File: src/verilog/txpcs_params.svh
// Overview of operation
// While power_down_n is low the block is shut down: synthesizer off, no channel work, no ready indication.
// When power_down_n is high the block powers up and heads for normal transmit operation; the code stays off while the CTRL hold bit is set.
// The start-up sequence runs after reset (supply applied) and on every low-to-high change of power_down_n; code waits while CTRL hold is set.
// Start-up samples the channel from the parallel lines or the serial loader, per mode, and programs the synthesizer.
// ready_to_send rises only once the synthesizer reports lock on the programmed channel.
// The host grounds the mode input to choose parallel selection; the channel then comes from the three select lines.
// Parallel mode decodes chan_sel_bit2..0 as a binary channel 0 to 7, bit 2 most significant.
// The host drives a select line to ground for zero and to the supply for one.
// Mode input open or high selects serial mode: chan_sel_bit1 is the serial clock, chan_sel_bit2 the serial data.
// After power-up in serial mode the channel is 50 until the host loads one.
// A host ignoring ready_to_send waits at least 10 ms after raising power_down_n before sending data.
// ready_to_send stays low through power-down and start-up until lock is reached.
`ifndef TXPCS_PARAMS_SVH
`define TXPCS_PARAMS_SVH

// ----------------------------------------
// Register map (byte addresses)
// ----------------------------------------
`define TXPCS_REG_CTRL       4'h0
`define TXPCS_REG_STATUS     4'h4
`define TXPCS_REG_INT_STAT   4'h8
`define TXPCS_REG_INT_MASK   4'hc

// ----------------------------------------
// Field positions
// ----------------------------------------
`define TXPCS_CTRL_HOLD      0
`define TXPCS_CTRL_RESTART   1
`define TXPCS_ST_RTS         0
`define TXPCS_ST_SERIAL      1
`define TXPCS_ST_LOCK        2
`define TXPCS_ST_STATE_LO    4
`define TXPCS_ST_CHAN_LO     16
`define TXPCS_EV_LOCKED      0
`define TXPCS_EV_LOCK_LOST   1
`define TXPCS_EV_SER_LOAD    2
`define TXPCS_EV_SER_ERR     3
`define TXPCS_EV_TIMEOUT     4
`define TXPCS_EV_W           5

// ----------------------------------------
// Channels and timing
// ----------------------------------------
`define TXPCS_SER_DEF_CHAN   8'h32
`define TXPCS_SER_MAX_CHAN   8'h64
`define TXPCS_SER_ERR_CHAN   8'h00
`define TXPCS_SER_BITS       4'h8
`define TXPCS_CLK_HZ         25000000
`define TXPCS_LOCK_TMO_MS    10
`define TXPCS_LOCK_TMO_CYC   ((`TXPCS_LOCK_TMO_MS * `TXPCS_CLK_HZ) / 1000)

`endif

File: src/verilog/txpcs_pkg.sv
package txpcs_pkg;

  // ----------------------------------------
  // Sequencer states
  // ----------------------------------------
  typedef enum logic [4:0] {
    ST_OFF   = 5'b00001,
    ST_START = 5'b00010,
    ST_PROG  = 5'b00100,
    ST_WAIT  = 5'b01000,
    ST_READY = 5'b10000
  } txpcs_state_t;

endpackage

File: src/verilog/txpcs_ser_if.sv
`timescale 1ns/1ns
interface txpcs_ser_if;
  logic       clk_lvl;
  logic       data_lvl;
  logic       enable;
  logic       load;
  logic [7:0] chan;
  logic       err;

  modport ctl (output clk_lvl, output data_lvl, output enable, input load, input chan, input err);
  modport rx  (input clk_lvl, input data_lvl, input enable, output load, output chan, output err);
endinterface

File: src/verilog/txpcs_ser_rx.sv
`timescale 1ns/1ns
`include "txpcs_params.svh"
module txpcs_ser_rx (
  // Clock and reset
  input wire logic  sys_clk,
  input wire logic  resetn,
  // Serial lines and load result
  txpcs_ser_if.rx   ser
);

  logic       clk_d;
  logic       active;
  logic [3:0] cnt;
  logic [7:0] shreg;

  // ----------------------------------------
  // Serial channel loader
  // ----------------------------------------
  // Start: clock high with data low; eight bits LSB first on clock rises;
  // then clock and data both high latch the number.
  always_ff @(posedge sys_clk or negedge resetn) begin
    if (!resetn) begin
      clk_d    <= 1'b0;
      active   <= 1'b0;
      cnt      <= 4'h0;
      shreg    <= 8'h00;
      ser.load <= 1'b0;
      ser.chan <= `TXPCS_SER_DEF_CHAN;
      ser.err  <= 1'b0;
    end else begin
      clk_d    <= ser.clk_lvl;
      ser.load <= 1'b0;
      ser.err  <= 1'b0;
      if (!ser.enable) begin
        active <= 1'b0;
        cnt    <= 4'h0;
      end else if (!active) begin
        if (ser.clk_lvl && !ser.data_lvl) begin
          active <= 1'b1;
          cnt    <= 4'h0;
        end
      end else if (cnt != `TXPCS_SER_BITS) begin
        if (ser.clk_lvl && !clk_d) begin
          shreg <= {ser.data_lvl, shreg[7:1]};
          cnt   <= cnt + 4'h1;
        end
      end else if (ser.clk_lvl && ser.data_lvl) begin
        active   <= 1'b0;
        ser.load <= 1'b1;
        // Out-of-range numbers fall back to channel 0 so activity is visible
        if (shreg > `TXPCS_SER_MAX_CHAN) begin
          ser.chan <= `TXPCS_SER_ERR_CHAN;
          ser.err  <= 1'b1;
        end else begin
          ser.chan <= shreg;
        end
      end
    end
  end

endmodule // txpcs_ser_rx

File: src/verilog/txpcs_top.sv
// The implementer's own choices: the address-and-strobe port and the address map.
`timescale 1ns/1ns
`include "txpcs_params.svh"
module txpcs_top #(
  parameter int LOCK_TMO_CYC = `TXPCS_LOCK_TMO_CYC
) (
  // Clock and reset
  input  wire logic        sys_clk,
  input  wire logic        resetn,
  // Control pins to and from the host
  input  wire logic        power_down_n,
  input  wire logic        mode_sel,
  input  wire logic        chan_sel_bit0,
  input  wire logic        chan_sel_bit1,
  input  wire logic        chan_sel_bit2,
  output logic             ready_to_send,
  // Synthesizer
  input  wire logic        pll_lock,
  output logic             pll_enable,
  output logic             pll_prog,
  output logic [7:0]       pll_chan,
  output logic             pll_serial,
  // Register port
  input  wire logic [3:0]  reg_addr,
  input  wire logic [31:0] reg_wdata,
  input  wire logic        reg_wr,
  input  wire logic        reg_rd,
  output logic [31:0]      reg_rdata,
  output logic             irq
);

  localparam int TW = $clog2(LOCK_TMO_CYC + 1);
  localparam int NPIN = 6;

  // ----------------------------------------
  // Pin synchronisers
  // ----------------------------------------
  // Reset value 0 makes a pin already high at reset look like a rising
  // power_down_n, so supply-on and pin release share one start path.
  logic [NPIN-1:0] pin_raw;
  logic [NPIN-1:0] pin_m;
  logic [NPIN-1:0] pin_s;

  assign pin_raw = {pll_lock, mode_sel, chan_sel_bit2, chan_sel_bit1, chan_sel_bit0, power_down_n};

  genvar gi;
  generate
    for (gi = 0; gi < NPIN; gi = gi + 1) begin : g_sync
      always_ff @(posedge sys_clk or negedge resetn) begin
        if (!resetn) begin
          pin_m[gi] <= 1'b0;
          pin_s[gi] <= 1'b0;
        end else begin
          pin_m[gi] <= pin_raw[gi];
          pin_s[gi] <= pin_m[gi];
        end
      end
    end
  endgenerate

  logic       pdn_s;
  logic       mode_s;
  logic [2:0] sel_s;
  logic       lock_s;

  assign pdn_s  = pin_s[0];
  assign sel_s  = pin_s[3:1];
  assign mode_s = pin_s[4];
  assign lock_s = pin_s[5];

  // ----------------------------------------
  // Registers
  // ----------------------------------------
  logic                  ctrl_hold;
  logic                  restart;
  logic [`TXPCS_EV_W-1:0] int_stat;
  logic [`TXPCS_EV_W-1:0] int_mask;
  logic [`TXPCS_EV_W-1:0] ev;
  logic                  wr_ctrl;
  logic                  wr_stat;

  assign wr_ctrl = reg_wr && (reg_addr == `TXPCS_REG_CTRL);
  assign wr_stat = reg_wr && (reg_addr == `TXPCS_REG_INT_STAT);

  always_ff @(posedge sys_clk or negedge resetn) begin
    if (!resetn) begin
      ctrl_hold <= 1'b0;
      restart   <= 1'b0;
    end else begin
      restart <= wr_ctrl && reg_wdata[`TXPCS_CTRL_RESTART];
      if (wr_ctrl) begin
        ctrl_hold <= reg_wdata[`TXPCS_CTRL_HOLD];
      end
    end
  end

  always_ff @(posedge sys_clk or negedge resetn) begin
    if (!resetn) begin
      int_mask <= '0;
    end else if (reg_wr && (reg_addr == `TXPCS_REG_INT_MASK)) begin
      int_mask <= reg_wdata[`TXPCS_EV_W-1:0];
    end
  end

  // A new event in the clearing cycle survives the write-one clear
  always_ff @(posedge sys_clk or negedge resetn) begin
    if (!resetn) begin
      int_stat <= '0;
    end else begin
      int_stat <= (int_stat & ~(wr_stat ? reg_wdata[`TXPCS_EV_W-1:0] : '0)) | ev;
    end
  end

  always_ff @(posedge sys_clk or negedge resetn) begin
    if (!resetn) begin
      irq <= 1'b0;
    end else begin
      irq <= |(((int_stat & ~(wr_stat ? reg_wdata[`TXPCS_EV_W-1:0] : '0)) | ev) & int_mask);
    end
  end

  // ----------------------------------------
  // Serial loader
  // ----------------------------------------
  txpcs_ser_if ser ();
  txpcs_pkg::txpcs_state_t state;

  assign ser.clk_lvl  = sel_s[1];
  assign ser.data_lvl = sel_s[2];
  assign ser.enable   = (state != txpcs_pkg::ST_OFF) && mode_s;

  txpcs_ser_rx u_ser_rx (
    .sys_clk (sys_clk),
    .resetn  (resetn),
    .ser     (ser)
  );

  // Channel the serial side would use; back to the default on every power-up
  logic [7:0] ser_chan;
  always_ff @(posedge sys_clk or negedge resetn) begin
    if (!resetn) begin
      ser_chan <= `TXPCS_SER_DEF_CHAN;
    end else if (state == txpcs_pkg::ST_OFF) begin
      ser_chan <= `TXPCS_SER_DEF_CHAN;
    end else if (ser.load) begin
      ser_chan <= ser.chan;
    end
  end

  // ----------------------------------------
  // Start-up sequencer
  // ----------------------------------------
  logic    run;
  logic    run_d;
  logic [TW-1:0] tmo_cnt;
  logic    tmo_hit;

  assign run     = pdn_s && !ctrl_hold;
  assign tmo_hit = (tmo_cnt == TW'(LOCK_TMO_CYC - 1));

  always_ff @(posedge sys_clk or negedge resetn) begin
    if (!resetn) begin
      run_d <= 1'b0;
    end else begin
      run_d <= run;
    end
  end

  always_ff @(posedge sys_clk or negedge resetn) begin
    if (!resetn) begin
      state <= txpcs_pkg::ST_OFF;
    end else if (!run) begin
      state <= txpcs_pkg::ST_OFF;
    end else begin
      case (state)
        txpcs_pkg::ST_OFF: begin
          if (!run_d || restart) begin
            state <= txpcs_pkg::ST_START;
          end
        end
        txpcs_pkg::ST_START: begin
          state <= txpcs_pkg::ST_PROG;
        end
        txpcs_pkg::ST_PROG: begin
          state <= txpcs_pkg::ST_WAIT;
        end
        txpcs_pkg::ST_WAIT: begin
          if (restart || (pll_serial && ser.load)) begin
            state <= txpcs_pkg::ST_START;
          end else if (tmo_hit) begin
            state <= txpcs_pkg::ST_PROG;
          end else if (lock_s) begin
            state <= txpcs_pkg::ST_READY;
          end
        end
        txpcs_pkg::ST_READY: begin
          if (restart || (pll_serial && ser.load)) begin
            state <= txpcs_pkg::ST_START;
          end else if (!lock_s) begin
            state <= txpcs_pkg::ST_WAIT;
          end
        end
        default: begin
          state <= txpcs_pkg::ST_OFF;
        end
      endcase
    end
  end

  // Retry programming if lock never comes within the host's fallback wait
  always_ff @(posedge sys_clk or negedge resetn) begin
    if (!resetn) begin
      tmo_cnt <= '0;
    end else if (state != txpcs_pkg::ST_WAIT || tmo_hit) begin
      tmo_cnt <= '0;
    end else begin
      tmo_cnt <= tmo_cnt + TW'(1);
    end
  end

  // ----------------------------------------
  // Synthesizer programming
  // ----------------------------------------
  // Mode is taken once per start so a stray mode change cannot retune mid-run
  always_ff @(posedge sys_clk or negedge resetn) begin
    if (!resetn) begin
      pll_serial <= 1'b0;
      pll_chan   <= 8'h00;
    end else if (state == txpcs_pkg::ST_START) begin
      pll_serial <= mode_s;
      if (mode_s) begin
        pll_chan <= (ser.load ? ser.chan : ser_chan);
      end else begin
        pll_chan <= {5'h00, sel_s};
      end
    end
  end

  always_ff @(posedge sys_clk or negedge resetn) begin
    if (!resetn) begin
      pll_prog      <= 1'b0;
      pll_enable    <= 1'b0;
      ready_to_send <= 1'b0;
    end else begin
      pll_prog      <= run && (state == txpcs_pkg::ST_PROG);
      pll_enable    <= run && (state != txpcs_pkg::ST_OFF);
      ready_to_send <= run && (state == txpcs_pkg::ST_READY) && lock_s;
    end
  end

  // ----------------------------------------
  // Events
  // ----------------------------------------
  always_comb begin
    ev = '0;
    ev[`TXPCS_EV_LOCKED]    = run && (state == txpcs_pkg::ST_WAIT) && lock_s && !tmo_hit;
    ev[`TXPCS_EV_LOCK_LOST] = run && (state == txpcs_pkg::ST_READY) && !lock_s;
    ev[`TXPCS_EV_SER_LOAD]  = ser.load;
    ev[`TXPCS_EV_SER_ERR]   = ser.err;
    ev[`TXPCS_EV_TIMEOUT]   = run && (state == txpcs_pkg::ST_WAIT) && tmo_hit;
  end

  // ----------------------------------------
  // Register read
  // ----------------------------------------
  always_ff @(posedge sys_clk or negedge resetn) begin
    if (!resetn) begin
      reg_rdata <= 32'h0000_0000;
    end else begin
      reg_rdata <= 32'h0000_0000;
      if (reg_rd) begin
        case (reg_addr)
          `TXPCS_REG_CTRL: begin
            reg_rdata[`TXPCS_CTRL_HOLD] <= ctrl_hold;
          end
          `TXPCS_REG_STATUS: begin
            reg_rdata[`TXPCS_ST_RTS]    <= ready_to_send;
            reg_rdata[`TXPCS_ST_SERIAL] <= pll_serial;
            reg_rdata[`TXPCS_ST_LOCK]   <= lock_s;
            reg_rdata[`TXPCS_ST_STATE_LO +: 5] <= state;
            reg_rdata[`TXPCS_ST_CHAN_LO +: 8]  <= pll_chan;
          end
          `TXPCS_REG_INT_STAT: begin
            reg_rdata[`TXPCS_EV_W-1:0] <= int_stat;
          end
          `TXPCS_REG_INT_MASK: begin
            reg_rdata[`TXPCS_EV_W-1:0] <= int_mask;
          end
          default: begin
            reg_rdata <= 32'h0000_0000;
          end
        endcase
      end
    end
  end

endmodule // txpcs_top

File: config.mk
export PLATFORM = sky130hd
export DESIGN_NAME = txpcs_top
export DESIGN_NICKNAME = d
export VERILOG_FILES = /design/src/verilog/txpcs_pkg.sv /design/src/verilog/txpcs_ser_if.sv /design/src/verilog/txpcs_ser_rx.sv /design/src/verilog/txpcs_top.sv
export VERILOG_INCLUDE_DIRS = /design/src /design/src/verilog
export SDC_FILE = /design/constraint.sdc
export NUM_CORES = 1
export LEC_CHECK = 0
export BUFFER_PORTS_ARGS = -buffer_cell sky130_fd_sc_hd__buf_2
export CAP_MARGIN = 25
export CORE_ASPECT_RATIO = 0.5
export CORE_UTILIZATION = 54
export CTS_CLUSTER_SIZE = 30
export DETAILED_ROUTE_END_ITERATION = 7
export GPL_TIMING_DRIVEN = 0
export PLACE_DENSITY = 0.78
export SYNTH_ARGS = -nofsm -noshare
export SYNTH_HDL_FRONTEND = slang
export SYNTH_HIERARCHICAL = 1
export SYNTH_SLANG_ARGS = --single-unit
export TNS_END_PERCENT = 1
File: constraint.sdc
create_clock -name sys_clk -period 3.7 [get_ports sys_clk]
set_clock_uncertainty 0.05 [all_clocks]
set_input_delay 0.37 -clock sys_clk [delete_from_list [all_inputs] [get_ports sys_clk]]
set_output_delay 0.37 -clock sys_clk [all_outputs]
set_load 0.005 [all_outputs]
==> results.txt <==
----------------------------------------------------
[Clocking]
  Later-pin clock latency in the skew report ... 0.35 ns
  Post-CTS Resized ... 0
  Number of setup buffers added after CTS ... 0
  CTS clock-pin slew for the worst setup and hold paths ... 0.07 ns
  Total of hold buffers inserted after clock tree synthesis ... 0
  Root buffer cell ... sky130_fd_sc_hd__clkbuf_16
  Number of buffers created by CTS ... 9
  TritonCTS sink count ... 110
  Clock tree from TritonCTS ... done
  H-tree lvl count ... 3
  Maximum buffer depth of the clock tree ... 2

[Placement]
  Detailed Place HPWL ... 6.40 mm
  Weighted congestion at the end of routability-driven global placement ... 0.874
  Number of buffer cells added on primary ports ... 48
  Placed Cells incl. Taps ... 603

[Detailed routing]
  Aggregate routed wire length ... 9.29 mm
  Via-to-Cell Ratio ... 5.32
  Drt initial violations ... 194
  Average routed wire per standard cell ... 15.0 um
  TritonRoute pass-1 iters ... 4
  DRC violations left ... 0
  Routed vias ... 3292
  Number of routed nets with antenna violations ... 0

[Cells and area]
  Ratio of cells with drive above 1 in the final layout ... 22.7%
  Commonest non-fill, non-tap cells in the layout ... 103 x sky130_fd_sc_hd__dfrtp_1, 50 x sky130_fd_sc_hd__buf_2, 37 x sky130_fd_sc_hd__nor2_1, 37 x sky130_fd_sc_hd__nand2_1, 20 x sky130_fd_sc_hd__o21ai_0
  Area Overhead vs Synth ... 16.7%
  Reg area ... 0.00276 mm2
  Multi-input gate area in the final layout ... 0.00184 mm2
  Diodes inserted ... 0
  Commonest non-fill, non-tap cell in the layout ... sky130_fd_sc_hd__dfrtp_1
  Final net count ... 551
  Filler cell count in the final layout ... 635
  Cell Count, Final, Fillers Out ... 619

[Worst setup path]
  Endpoint type of the worst setup path ... register
  Arrival time at the worst endpoint ... 2.76 ns
  R2R Path Start ... state[2]
  Sort of element at the start of the critical path ... register
  Setup slack of the worst register-to-register path ... 1.14 ns
  Setup Crit Path Kind ... reg -> reg
  Largest fanout of any net on the critical path ... 10
  Required @ worst endpoint ... 3.89 ns
  Worst Reg-to-Reg Cells ... 9
  End of the worst register-to-register path ... u_ser_rx/ser.chan[7]

[GRT]
  Total grt overflow ... 0
  Vias in the first global route ... 3107
  GRT Overall Usage ... 22.1%
  Global-route wire length before repair ... 15.3 mm
  Pin count of the biggest net entering global routing ... 59
  Number of antenna violations at the first check in global routing ... 0

[Timing]
  Worst hold-check slack ... 0.00411 ns
  Minimum period implied by the final worst setup slack ... 2.56 ns
  Final setup viols ... 0
  Final total negative setup slack ... 0 ns
  Transition at the pin with the smallest max-transition slack ... 0.716 ns
  Headroom to the max-slew limit ... 52.3%
  Period Utilization, post-route ... 69.2%
  Endpoints failing hold ... 0
  Max frequency ... 0.390 GHz
  Unrepaired setup endpoints after global routing ... no
  Final max-slew violation count ... 0

[Pwr]
  IR drop worst, VDD ... 0.274 mV
  Areal power density over the cells ... 490 mW/mm2
  Leak ... 2.64 nW

[Yosys]
  Netlist cell types ... 63
  Post-synth EDFFs ... 0
  Average footprint of a synthesized cell ... 11.2 um2
  Sequential share of the synthesized area ... 57.6%
  Multiplexer fraction of the synthesized cell area ... 5.64%
  Post-Synth XOR/XNOR Area ... 2.74%
  Largest family of logic cells by synthesized area ... simple AND/OR/NAND/NOR gates
  Flip-flop and latch count after synthesis ... 110
  Synthesized-area fraction occupied by adder cells ... 0.783%
  Dominant synthesized flop cell ... sky130_fd_sc_hd__dfrtp_1
  Synthesized-area fraction occupied by and/or/nand/nor cells ... 18.0%
  Post-synthesis cell area ... 0.00479 mm2
  Count of mapped cells out of synthesis ... 428
  Fraction of the mapped netlist area in compound gates ... 10.2%
  Share of synthesized registers carrying an async set or reset ... 100%
  Synth warn ... 6

[Die]
  Die area ... 0.00928 mm2
  Starting utilization of the core area ... 57.8%
  Die width ... 135 um
  Site Rows ... 23
  Die height ... 68.6 um
  Boundary Pins ... 91
  Core region area ... 0.00829 mm2

[Hold path]
  Classification of the worst-slack hold path ... in -> async

[Flow run]
  Max Cap Violations ... 0

[Run status]
  Outcome ... finished, final reports clean

----------------------------------------------------
-- Yosys cell counts, drive strengths merged (4+ instances only) --
cell | instances | area [um2]
dfrtp | 103 | 2580
nand2 | 38 | 145
nor2 | 37 | 139
buf | 21 | 154
o21ai | 21 | 105
nand3 | 17 | 85.1
and2 | 15 | 93.8
inv | 15 | 56.3
mux2 | 14 | 158
o31ai | 11 | 87.6
nor3 | 10 | 50.1
xnor2 | 10 | 87.6
mux2i | 9 | 90.1
a21oi | 8 | 40.0
and3 | 8 | 50.1
clkbuf | 8 | 30.0
dfstp | 7 | 184
o2bb2ai | 7 | 61.3
nand4 | 5 | 31.3
xor2 | 5 | 43.8
nand3b | 4 | 42.5
nor2b | 4 | 25.0
or3 | 4 | 30.0
-- cell type report --
cell class / count / share of cell area [%]
sequential: 110 / 49.4
multi-input combinational: 288 / 33.0
timing repair buffer: 49 / 4.83
clock buffer: 10 / 4.27
buffer: 29 / 3.29
tap: 112 / 2.51
clock inverter: 6 / 1.74
inverter: 15 / 1.01
-- worst max-delay path: stages (launching register included) --
cell	delay, ns
sky130_fd_sc_hd__dfrtp_1	0.32
sky130_fd_sc_hd__clkbuf_1	0.27
sky130_fd_sc_hd__nor3_1	0.13
sky130_fd_sc_hd__and2_1	0.16
sky130_fd_sc_hd__clkbuf_1	0.21
sky130_fd_sc_hd__nor2_1	0.48
sky130_fd_sc_hd__and4_1	0.29
sky130_fd_sc_hd__buf_2	0.18
sky130_fd_sc_hd__nand2_2	0.16
sky130_fd_sc_hd__and2_1	0.20
-- how the worst max path moves through the flow --
| stage | startpoint | to | slack [ns] | cells after the start |
|---|---|---|---|---|
| finish | state[2] | u_ser_rx/ser.chan[7] | 1.14 | 9 |
| global route | state[2] | u_ser_rx/ser.chan[0] | 0.92 | 9 |
| CTS | state[2] | u_ser_rx/ser.chan[7] | 1.17 | 9 |
| detailed placement | state[2] | u_ser_rx/ser.chan[7] | 1.25 | 9 |
| global placement | resetn | u_ser_rx/cnt[1] | 0.98 | 1 |
| floorplan | state[2] | u_ser_rx/ser.chan[7] | 1.61 | 9 |
-- logic make-up after synthesis --
| logic type | after synthesis |
|---|---|
| and+or+nand+nor | 163 |
| xor gates and xnor gates | 15 |
| buffers and inverters | 44 |
| DFF | 110 |
| muxes | 24 |
| adders and majority gates | 3 |
| AOI/OAI and AO/OA | 68 |
| other | 1 |
-- sequential cells by signal (all words and copies together), names as in the netlist, 4 cells and up --
register           cells
int_mask               5
int_stat               5
pin_m                  6
pll_chan               8
reg_rdata             17
ser_chan               8
state                  5
tmo_cnt               18
u_ser_rx/cnt           4
u_ser_rx/ser.chan      8
u_ser_rx/shreg         8
-- where the power goes --
part	internal (W)	switching (W)
logic	0.000140	0.000186
clock network	0.000624	0.000446
registers	0.00128	0.0000613
total	0.00205	0.000694
-- metal layers --
layer	share of wire, %	vias up	GRT usage [%]
met4	1.1	0	6.46
met3	4.4	10	6.73
li1	-	1610	-
met1	48	1606	29.2
met5	0	-	0
met2	46	66	36.0
-- through the flow --
step           util [%]  setup slack, ns  total power [W]  instance area, um2
2_1_floorplan         -             1.61          0.00155                4850
3_3_place_gp       63.1            0.982          0.00168                5230
3_5_place_dp       63.4             1.25          0.00169                5260
4_1_cts            67.5             1.17          0.00276                5590
5_1_grt            67.5            0.924          0.00286                5590
6_report           67.5             1.14          0.00274                5590
(Power assumes the default switching activity.)
